**src/hdl/event_flag_pkg.sv**
```systemverilog
package event_flag_pkg;

   // ***********************************************
   // widths of the configuration port
   // ***********************************************
   localparam int ADDR_W = 12;
   localparam int DATA_W = 8;
   localparam int GROUPS = 4;

   // ***********************************************
   // register offsets
   // ***********************************************
   localparam logic [ADDR_W-1:0] EVENT_ENABLE_GENERAL_OFS = 12'h020;
   localparam logic [ADDR_W-1:0] EVENT_ENABLE_CONV0_OFS = 12'h021;
   localparam logic [ADDR_W-1:0] EVENT_ENABLE_CONV1_OFS = 12'h022;
   localparam logic [ADDR_W-1:0] EVENT_ENABLE_CLOCKING_OFS = 12'h023;
   localparam logic [ADDR_W-1:0] EVENT_FLAGS_GENERAL_OFS = 12'h024;
   localparam logic [ADDR_W-1:0] EVENT_FLAGS_CONV0_OFS = 12'h025;
   localparam logic [ADDR_W-1:0] EVENT_FLAGS_CONV1_OFS = 12'h026;
   localparam logic [ADDR_W-1:0] EVENT_FLAGS_CLOCKING_OFS = 12'h027;
   localparam logic [ADDR_W-1:0] EVENT_ROUTE_GENERAL_OFS = 12'h028;
   localparam logic [ADDR_W-1:0] EVENT_ROUTE_CONV0_OFS = 12'h029;
   localparam logic [ADDR_W-1:0] EVENT_ROUTE_CONV1_OFS = 12'h02A;
   localparam logic [ADDR_W-1:0] EVENT_ROUTE_CLOCKING_OFS = 12'h02B;

   // ***********************************************
   // implemented bits of each group, reset values
   // ***********************************************
   localparam logic [DATA_W-1:0] GENERAL_MASK = 8'h1F;
   localparam logic [DATA_W-1:0] CONV_MASK = 8'h09;
   localparam logic [DATA_W-1:0] CLOCKING_MASK = 8'h33;
   localparam logic [DATA_W-1:0] REG_RESET = 8'h00;
   localparam logic [DATA_W-1:0] UNMAPPED_READ = 8'h00;

   // ***********************************************
   // bit positions
   // ***********************************************
   localparam int REF_JITTER_BIT = 4;
   localparam int LINK_RX_READY_BIT = 3;
   localparam int LANE_FIFO_BIT = 2;
   localparam int PRBS_IMAG_BIT = 1;
   localparam int PRBS_REAL_BIT = 0;
   localparam int CAL_DONE_BIT = 3;
   localparam int PA_ERR_BIT = 0;
   localparam int DLL_LOST_BIT = 5;
   localparam int DLL_LOCK_BIT = 4;
   localparam int PLL_LOST_BIT = 1;
   localparam int PLL_LOCK_BIT = 0;

   // ***********************************************
   // raw conditions from the rest of the chip
   // ***********************************************
   typedef struct packed {
      logic ref_jitter;
      logic link_rx_ready;
      logic lane_fifo_err;
      logic prbs_imag_err;
      logic prbs_real_err;
      logic conv0_cal_done;
      logic conv0_pa_err;
      logic conv1_cal_done;
      logic conv1_pa_err;
      logic dll_lost;
      logic dll_lock;
      logic pll_lost;
      logic pll_lock;
   } event_cond_type;

   localparam int COND_W = $bits(event_cond_type);

endpackage

```
**src/hdl/event_flag_aggregator.sv**
```systemverilog
// What this block does
// general enables: jitter, ready-low, fifo, prbs
// converter-0 enables: cal done, pa error
// converter-1 enables: cal done, pa error
// clocking enables: dll lost/lock, pll lost/lock
// all enables and flags reset to zero
// general flags mirror general enable layout
// disabled source shows live condition only
// enabled source latches until software clears
// latched flag pulls routed pin low
// write one clears flag, releases pin, unless the condition still stands (set wins)
// bit 0 is real prbs error
// three more flag registers mirror enables
// one route bit per source, pin select
// write zero no effect; pin low while any
`timescale 1ns/10ps
`default_nettype none
module event_flag_aggregator
   import event_flag_pkg::*;
(
   input wire logic clk_i,
   input wire logic rst_n_i,
   input wire logic [event_flag_pkg::ADDR_W-1:0] cfg_addr_i,
   input wire logic cfg_wr_i,
   input wire logic cfg_rd_i,
   input wire logic [event_flag_pkg::DATA_W-1:0] cfg_wdata_i,
   output logic [event_flag_pkg::DATA_W-1:0] cfg_rdata_o,
   output logic cfg_rvalid_o,
   input wire event_flag_pkg::event_cond_type event_cond_i,
   output logic [1:0] event_out_pin_n_o
);
   import event_flag_pkg::*;

   // ***********************************************
   // register class decode
   // ***********************************************

   // which group an address hits within a block of four
   function automatic logic [GROUPS-1:0] group_hit(input logic [ADDR_W-1:0] addr,
                                                   input logic [ADDR_W-1:0] base);
      logic [GROUPS-1:0] hit;
      hit = '0;
      for (int g = 0; g < GROUPS; g++) begin
         hit[g] = (addr == base + ADDR_W'(g));
      end
      return hit;
   endfunction

   // ***********************************************
   // reset release
   // ***********************************************
   logic rst_meta_q;
   logic rst_n_q;

   // async assert, clocked release so every flop leaves reset together
   always_ff @(posedge clk_i or negedge rst_n_i) begin
      if (!rst_n_i) begin
         rst_meta_q <= 1'b0;
         rst_n_q <= 1'b0;
      end else begin
         rst_meta_q <= 1'b1;
         rst_n_q <= rst_meta_q;
      end
   end

   // ***********************************************
   // condition synchronisers
   // ***********************************************
   event_cond_type cond_sync;

   // conditions come from other clock domains of the converter
   sync_two_flop #(
      .WIDTH(COND_W)
   ) cond_sync_inst (
      .clk_i(clk_i),
      .rst_n_i(rst_n_q),
      .async_i(event_cond_i),
      .sync_o(cond_sync)
   );

   // ***********************************************
   // per-group condition vectors
   // ***********************************************
   logic [DATA_W-1:0] cond_vec [GROUPS];
   logic [DATA_W-1:0] group_mask [GROUPS];

   // general group; ready source flags when ready is low
   always_comb begin
      cond_vec[0] = '0;
      cond_vec[0][REF_JITTER_BIT] = cond_sync.ref_jitter;
      cond_vec[0][LINK_RX_READY_BIT] = ~cond_sync.link_rx_ready;
      cond_vec[0][LANE_FIFO_BIT] = cond_sync.lane_fifo_err;
      cond_vec[0][PRBS_IMAG_BIT] = cond_sync.prbs_imag_err;
      cond_vec[0][PRBS_REAL_BIT] = cond_sync.prbs_real_err;
   end

   // converter groups share one layout
   always_comb begin
      cond_vec[1] = '0;
      cond_vec[1][CAL_DONE_BIT] = cond_sync.conv0_cal_done;
      cond_vec[1][PA_ERR_BIT] = cond_sync.conv0_pa_err;
      cond_vec[2] = '0;
      cond_vec[2][CAL_DONE_BIT] = cond_sync.conv1_cal_done;
      cond_vec[2][PA_ERR_BIT] = cond_sync.conv1_pa_err;
   end

   // clocking group
   always_comb begin
      cond_vec[3] = '0;
      cond_vec[3][DLL_LOST_BIT] = cond_sync.dll_lost;
      cond_vec[3][DLL_LOCK_BIT] = cond_sync.dll_lock;
      cond_vec[3][PLL_LOST_BIT] = cond_sync.pll_lost;
      cond_vec[3][PLL_LOCK_BIT] = cond_sync.pll_lock;
   end

   // implemented bits; reserved ones never store and read zero
   assign group_mask[0] = GENERAL_MASK;
   assign group_mask[1] = CONV_MASK;
   assign group_mask[2] = CONV_MASK;
   assign group_mask[3] = CLOCKING_MASK;

   // ***********************************************
   // address decode
   // ***********************************************
   wire [GROUPS-1:0] en_hit = group_hit(cfg_addr_i, EVENT_ENABLE_GENERAL_OFS);
   wire [GROUPS-1:0] flag_hit = group_hit(cfg_addr_i, EVENT_FLAGS_GENERAL_OFS);
   wire [GROUPS-1:0] route_hit = group_hit(cfg_addr_i, EVENT_ROUTE_GENERAL_OFS);

   // ***********************************************
   // per-group enable, route and flag state
   // ***********************************************
   logic [DATA_W-1:0] en_q [GROUPS];
   logic [DATA_W-1:0] route_q [GROUPS];
   logic [DATA_W-1:0] flag_q [GROUPS];
   logic [DATA_W-1:0] flag_d [GROUPS];
   logic [DATA_W-1:0] clr_vec [GROUPS];
   logic [DATA_W-1:0] status_view [GROUPS];
   logic [DATA_W-1:0] pull0_vec [GROUPS];
   logic [DATA_W-1:0] pull1_vec [GROUPS];

   genvar g;
   generate
      for (g = 0; g < GROUPS; g++) begin : grp
         // only ones written to the flag register clear
         assign clr_vec[g] = (cfg_wr_i && flag_hit[g]) ? cfg_wdata_i : '0;

         // set wins over a same-cycle clear so no event is lost;
         // dropping the enable drops the latch too
         assign flag_d[g] = en_q[g] & group_mask[g]
                            & (cond_vec[g] | (flag_q[g] & ~clr_vec[g]));

         // disabled bits show live condition, enabled ones the latch
         assign status_view[g] = group_mask[g]
                                 & ((en_q[g] & flag_q[g]) | (~en_q[g] & cond_vec[g]));

         // only latched, enabled sources pull a pin
         assign pull0_vec[g] = flag_q[g] & en_q[g] & ~route_q[g];
         assign pull1_vec[g] = flag_q[g] & en_q[g] & route_q[g];

         // enables and routes are plain storage of implemented bits
         always_ff @(posedge clk_i or negedge rst_n_q) begin
            if (!rst_n_q) begin
               en_q[g] <= REG_RESET;
               route_q[g] <= REG_RESET;
               flag_q[g] <= REG_RESET;
            end else begin
               flag_q[g] <= flag_d[g];
               if (cfg_wr_i && en_hit[g]) begin
                  en_q[g] <= cfg_wdata_i & group_mask[g];
               end
               if (cfg_wr_i && route_hit[g]) begin
                  route_q[g] <= cfg_wdata_i & group_mask[g];
               end
            end
         end
      end
   endgenerate

   // ***********************************************
   // interrupt pins
   // ***********************************************
   logic pull0_any;
   logic pull1_any;

   // any latched source on a pin holds it low
   always_comb begin
      pull0_any = 1'b0;
      pull1_any = 1'b0;
      for (int k = 0; k < GROUPS; k++) begin
         pull0_any = pull0_any | (|pull0_vec[k]);
         pull1_any = pull1_any | (|pull1_vec[k]);
      end
   end

   logic [1:0] pin_n_q;

   // registered so the pins never glitch on decode
   always_ff @(posedge clk_i or negedge rst_n_q) begin
      if (!rst_n_q) begin
         pin_n_q <= 2'h3;
      end else begin
         pin_n_q <= {~pull1_any, ~pull0_any};
      end
   end

   assign event_out_pin_n_o = pin_n_q;

   // ***********************************************
   // read path
   // ***********************************************
   logic [DATA_W-1:0] rd_mux;

   // one hit at most; unmapped addresses read zero
   always_comb begin
      rd_mux = UNMAPPED_READ;
      for (int k = 0; k < GROUPS; k++) begin
         if (en_hit[k]) begin
            rd_mux = en_q[k];
         end
         if (flag_hit[k]) begin
            rd_mux = status_view[k];
         end
         if (route_hit[k]) begin
            rd_mux = route_q[k];
         end
      end
   end

   logic [DATA_W-1:0] rdata_q;
   logic rvalid_q;

   // data answers one cycle after the read strobe
   always_ff @(posedge clk_i or negedge rst_n_q) begin
      if (!rst_n_q) begin
         rdata_q <= '0;
         rvalid_q <= 1'b0;
      end else begin
         rvalid_q <= cfg_rd_i;
         if (cfg_rd_i) begin
            rdata_q <= rd_mux;
         end
      end
   end

   assign cfg_rdata_o = rdata_q;
   assign cfg_rvalid_o = rvalid_q;

endmodule // event_flag_aggregator
`default_nettype wire

```
**src/hdl/sync_two_flop.sv**
```systemverilog
`timescale 1ns/10ps
`default_nettype none
module sync_two_flop #(
   parameter int WIDTH = 1
) (
   input wire logic clk_i,
   input wire logic rst_n_i,
   input wire logic [WIDTH-1:0] async_i,
   output logic [WIDTH-1:0] sync_o
);

   logic [WIDTH-1:0] meta_q;
   logic [WIDTH-1:0] sync_q;

   // first stage feeds only the second stage
   always_ff @(posedge clk_i or negedge rst_n_i) begin
      if (!rst_n_i) begin
         meta_q <= '0;
         sync_q <= '0;
      end else begin
         meta_q <= async_i;
         sync_q <= meta_q;
      end
   end

   assign sync_o = sync_q;

endmodule // sync_two_flop
`default_nettype wire

```
**config.mk**
```make
export PLATFORM = sky130hd
export DESIGN_NAME = event_flag_aggregator
export DESIGN_NICKNAME = d
export VERILOG_FILES = /design/src/hdl/event_flag_pkg.sv /design/src/hdl/event_flag_aggregator.sv /design/src/hdl/sync_two_flop.sv
export SDC_FILE = /design/constraint.sdc
export NUM_CORES = 1
export LEC_CHECK = 0
export ABC_AREA = 1
export BUFFER_PORTS_ARGS = -buffer_cell sky130_fd_sc_hd__buf_2
export CORE_MARGIN = 2
export CORE_UTILIZATION = 51
export CTS_CLUSTER_SIZE = 14
export DETAILED_ROUTE_END_ITERATION = 10
export PLACE_DENSITY = 0.79
export SKIP_CTS_REPAIR_TIMING = 1
export SYNTH_ARGS = -nofsm -noshare
export SYNTH_HDL_FRONTEND = slang
export SYNTH_SLANG_ARGS = --single-unit
```
**constraint.sdc**
```tcl
create_clock -name clk_i -period 2.2 [get_ports clk_i]
set_input_delay 0.22 -clock clk_i [delete_from_list [all_inputs] [get_ports clk_i]]
set_output_delay 0.22 -clock clk_i [all_outputs]
set_load 0.02 [all_outputs]
```
# After elaboration in Yosys (flattened, before gate mapping)
# Index checks and enable logic that the tools add are counted.
# word_totals
register_bits,97
inputBits,37
word_cells,120
# classes
eq_ne,12
n_mux,16
bitwise_logic,53
n_reduce_logical,20
# ops
operator,count
equality test 12 x 6 -> 1 bit (second input constant),12
AND 8 bit,8
OR reduction 8 bit,8
2-to-1 mux 5 bit,9
AND 8 x 4 -> 8 bit,4
2-to-1 mux 8 bit,4
NOT 8 bit,4
2-to-1 mux 6 bit,3
AND 4 x 8 -> 8 bit,2
AND 8 x 5 -> 8 bit,2
AND 8 x 6 -> 8 bit,2
NOT 4 -> 8 bit,2
bitwise OR 4 x 8 -> 8 bit,2
logical AND 1 bit,12
AND 4 bit,2
AND 5 x 8 -> 8 bit,1
AND 6 x 8 -> 8 bit,1
NOT 4 bit,2
NOT 5 -> 8 bit,1
NOT 6 -> 8 bit,1
bitwise OR 4 bit,2
bitwise OR 5 x 8 -> 8 bit,1
bitwise OR 6 x 8 -> 8 bit,1
AND 6 bit,1
7 further kinds,14

# Depth between registers and ports, before layout
# depth
word_depth,14
depth_mapped,18
ltp_nobuf,17

# By module
# A second synthesis with hierarchy kept.
# hier_totals
cells_unflattened,394
hier_area_um2,3455.8
# by_module_without_submodules
mod,n_inst,cells_each,area_each_um2,seq_area_each_um2
event_flag_aggregator,1,368,2805.2,1253.7
sync_two_flop,1,26,650.6,650.6

# Worst setup path after synthesis
# No wires, ideal clock.
# synth_timing
kind,input to register
start,input cfg_addr_i[9] in the netlist's numbering
end,"register rdata_q[3], in the netlist cfg_rdata_o[3]"
setup_time_ns,0.116
arrival_time_ns,1.266
required_time_ns,2.084
setup_slack_ns,0.817
path_stages,15
path_buffers,1
cell_sequence,nor2_1 nand2_2 nor2_8 buf_8 nand2_2 nor2_4 o211ai_2 nand2_1 inv_1 nand2_1 nand2_1 nand2_1 nand2_1 nand2_1 nand2_1
# synth_via
elab_chain_len,13
word_cells_on_any_way,24
cone_classes,eq/ne (12); mux (12)
# synth_lines
element,line,source
start: declaration,event_flag_aggregator.sv:23,"input wire logic [event_flag_pkg::ADDR_W-1:0] cfg_addr_i,"
equality test 12 x 6 -> 1 bit,event_flag_aggregator.sv:44,hit[g] = (addr == base + ADDR_W'(g));
2-to-1 mux 5 bit,event_flag_aggregator.sv:217,if (en_hit[k]) begin
2-to-1 mux 5 bit,event_flag_aggregator.sv:220,if (flag_hit[k]) begin
2-to-1 mux 5 bit,event_flag_aggregator.sv:223,if (route_hit[k]) begin
2-to-1 mux 5 bit,event_flag_aggregator.sv:217,
2-to-1 mux 5 bit,event_flag_aggregator.sv:220,
2-to-1 mux 5 bit,event_flag_aggregator.sv:223,
2-to-1 mux 5 bit,event_flag_aggregator.sv:217,
2-to-1 mux 5 bit,event_flag_aggregator.sv:220,
2-to-1 mux 5 bit,event_flag_aggregator.sv:223,
2-to-1 mux 6 bit,event_flag_aggregator.sv:217,
2-to-1 mux 6 bit,event_flag_aggregator.sv:220,
2-to-1 mux 6 bit (*),event_flag_aggregator.sv:223,
end signal: assignment,event_flag_aggregator.sv:240,rdata_q <= rd_mux;
end: declaration,event_flag_aggregator.sv:229,logic [DATA_W-1:0] rdata_q;
# Every way passes the cells marked *; elsewhere a longest branch is shown, timed or not.
# A chain may end at the register's enable or synchronous reset.

# Worst setup path in the final report
# layout_timing
start,register en_q[24] in the netlist's numbering
end,"register rdata_q[0], in the netlist cfg_rdata_o[0]"
# layout_via
elab_chain_len,14
word_cells_on_any_way,16
cone_classes,mux (12); bitwise (4)
# layout_lines
element,line,source
start: declaration,event_flag_aggregator.sv:132,logic [DATA_W-1:0] en_q [GROUPS];
start signal: indexed assignment,event_flag_aggregator.sv:169,en_q[g] <= cfg_wdata_i & group_mask[g];
NOT 5 bit,event_flag_aggregator.sv:154,& ((en_q[g] & flag_q[g]) | (~en_q[g] & cond_vec[g]));
AND 5 bit,event_flag_aggregator.sv:154,
bitwise OR 5 bit,event_flag_aggregator.sv:154,
2-to-1 mux 5 bit (*),event_flag_aggregator.sv:220,
2-to-1 mux 5 bit (*),event_flag_aggregator.sv:223,
2-to-1 mux 5 bit (*),event_flag_aggregator.sv:217,
2-to-1 mux 5 bit (*),event_flag_aggregator.sv:220,
2-to-1 mux 5 bit (*),event_flag_aggregator.sv:223,
2-to-1 mux 5 bit (*),event_flag_aggregator.sv:217,
2-to-1 mux 5 bit (*),event_flag_aggregator.sv:220,
2-to-1 mux 5 bit (*),event_flag_aggregator.sv:223,
2-to-1 mux 6 bit (*),event_flag_aggregator.sv:217,
2-to-1 mux 6 bit (*),event_flag_aggregator.sv:220,
2-to-1 mux 6 bit (*),event_flag_aggregator.sv:223,
# Marks and branches as above.

==> metrics.yaml <==
outcome: "finished clean"
holdWs_ns: 0.0449
globalRoute.totalOverflow: 0
routed_wl_mm: 7.85
internal-power_mw: 2.04
fp.dieW_um: 86.8
slowest_stage: "dfrtp_1"
layout.nets: 516
hold_viol_final: 0
synth_flop_cell: "dfrtp_1"
hpwlAfterDp_mm: 5.74
drt-pass1-iter-count: 5
grt_pass1_wl_mm: 13.2
cts_tree: "yes"
cp.required_ns: 2.46
synthArstFlopShare_pct: 100
end_kind: "register"
post-route-period-util_pct: 69.7
gp_congestion: 0.911
drive_gt1_share_pct: 17.6
rsz0062_at_grt: "false"
initial_core_util_pct: 52.0
root_buffer: "clkbuf_8"
peakVddDrop_uv: 391
ys_ff_latch: 76
grt_usage_pct: 23.1
worstHoldStart: "cfg_rd_i"
cpMostUsedCell: "nand2_1"
cts.sinks: 76
core_area_um2: 6720
ys_seq_area_share_pct: 54.5
cts_max_level: 3
grt_pass1_vias: 2819
max_stage_delay_ns: 0.45
place_area_um2: 3800
path_max_fanout: 6
area_delta_synth_final_pct: 18.5
grt_max_degree: 36
final_core_util_pct: 61.6
ant_nets: 0
finalMaxSlewViolations: 0
critPathLaunchType: "register"
drc_errors: 0
endpoint: "cfg_rdata_o[0]"
fin_crit_ns: 1.53
r2r_slack_ns: 0.67
viasPerCell: 5.34
cp.arrival_ns: 1.79
p_leak_nw: 2.10
startpoint: "en_q[24]"
r2r-end: "cfg_rdata_o[0]"
maxSlewHeadroom_pct: 54.0
antenna_found_initial: 0
swShare_pct: 23.7
synth-edff-count: 0
vias: 3012
worstRegToRegCells: 10
postSynthAreaPerCell_um2: 8.44
die_y_um: 86.8
netlist_instances: 414
row_count: 30
clock_skew_ns: 0.00741
antenna_cells: 0
design_power_total_mw: 2.67
pwr-share-seq_pct: 54.3
path_buf_inv: 0
setup_viol: 0
cts_made_buffers: 9
setup_tns_ns: 0
clk_path_buf_depth: 2
io_pins: 48
insertion_delay_ns: 0.36
p_comb_share_pct: 5.7
yosys_warnings: 0
max_freq_mhz: 653
hold_path.class: "in2reg"
p_per_area_nw_per_um2: 644
crit_type: "reg2reg"
clk_pin_slew_ns: 0.08
yosysUniqueCellTypes: 35
p_switching_mw: 0.632
finish.instance_area_um2: 4140
cp.depth: 10
r2r_start: "en_q[24]"
drv_cap: 0
worst_pin_slew_ns: 0.690
crit_chain: "nand2_1 > o21ai_0 > nand3_1 > nand3_1 > nor2_1 > nand4_1 > nand2_1 > nand4_1 > nand2_1 > nand2_1"
syn_area_um2: 3490
clkPwrFrac_pct: 40.0
drt_iter0_markers: 222
cpLargestDelayFamily: "simple AND/OR/NAND/NOR gates"
die_area_um2: 7530
wl_per_cell_um: 13.9
port_buffers: 43
## synthesized netlist by cell type, types with 3 or more instances
cell type	n	area [um^2]
nor3_1	5	25.0
nand4_1	5	31.3
nor2_2	4	25.0
inv_2	3	11.3
a21oi_1	9	45.0
nor2_1	20	75.1
nand3_1	20	100
o22ai_1	8	50.1
inv_1	58	218
o21ai_1	3	15.0
dfrtp_1	74	1850
nor2_4	4	45.0
nand2_1	109	409
o21ai_0	60	300
nand2_2	4	25.0
## cells in the final DEF, fill, tap and decap left out, drive strengths merged, types with 2 or more instances in the layout
| cell type | count |
|---|---|
| nand2 | 115 |
| dfrtp | 74 |
| o21ai | 63 |
| inv | 61 |
| buf | 45 |
| nor2 | 29 |
| nand3 | 20 |
| dlygate4sd3 | 14 |
| clkbuf | 10 |
| a21oi | 9 |
| o22ai | 8 |
| nand4 | 5 |
| nor3 | 5 |
| clkinv | 4 |
| conb | 3 |
| a221oi | 2 |
| o221ai | 2 |
| o2111ai | 2 |
| clkinvlp | 2 |
| dfstp | 2 |
## cell families (layout without fill, tap and decap cells)
group | Yosys count | count (layout) | share of synthesized area [%]
flops | 76 | 76 | 54.5
compound gates | 90 | 90 | 14.3
other cells | 2 | 3 | 0.215
buf+inv | 68 | 137 | 7.91
mux | 1 | 1 | 0.286
simple gates | 177 | 177 | 22.8
## state kept, by name, summed over array words and instances, names as in the netlist
name and flops:
rst_meta_q 1, flag_q 13, cfg_rdata_o 6, rst_n_q 1, en_q 13, cfg_rvalid_o 1
route_q 13, event_out_pin_n_o 2, cond_sync_inst.meta_q 13, cond_sync_inst.sync_o 13
## power by group through the flow
stage               Sequential (mW)  Clock [mW]  Combinational [mW]
floorplan                      1.48           0              0.0593
finish                         1.45        1.07               0.151
global placement               1.48           0               0.128
detailed placement             1.48           0               0.133
global route                   1.45        1.15               0.169
CTS                            1.45        1.10               0.134
## metrics by stage
step | std cells | setup WS, ns
2_1_floorplan | 415 | 0.817
3_3_place_gp | 534 | 0.428
3_5_place_dp | 534 | 0.375
4_1_cts | 550 | 0.685
5_1_grt | 564 | 0.507
6_report | 564 | 0.668
## worst min-delay path by stage
stage | end | slack (ns) | depth (start not counted)
after floorplan | rst_meta_q | -0.08 | 0
after global placement | rst_meta_q | 0.005 | 1
after detailed placement | rst_meta_q | 0.008 | 1
after CTS | rst_meta_q | -0.38 | 1
after global routing | cfg_rvalid_o | 0.04 | 1
final | cfg_rvalid_o | 0.04 | 1
## area by class of cell
| cell class | count | area [um^2] |
|---|---|---|
| multi-input combinational | 271 | 1320 |
| clock buffer | 10 | 138 |
| timing repair buffer | 59 | 383 |
| fill | 599 | 2580 |
| tap | 80 | 100 |
| inverter | 62 | 234 |
| sequential | 76 | 1910 |
| clock inverter | 6 | 63.8 |
## worst register-to-register path: cells and delay by family (launching register included)
| kind | cells | cell delay, ns |
|---|---|---|
| compound gates | 1 | 0.13 |
| simple gates | 9 | 0.85 |
| flops | 1 | 0.45 |
## routing by layer
metal | global-route usage, % | vias to the layer above | routed length (um)
met3 | 5.71 | 16 | 491
met5 | 0 | - | 0
met2 | 37.9 | 109 | 3870
met1 | 30.1 | 1418 | 3370
li1 | - | 1469 | -
met4 | 7.81 | 0 | 122
Power figures use the tool's default switching activity.
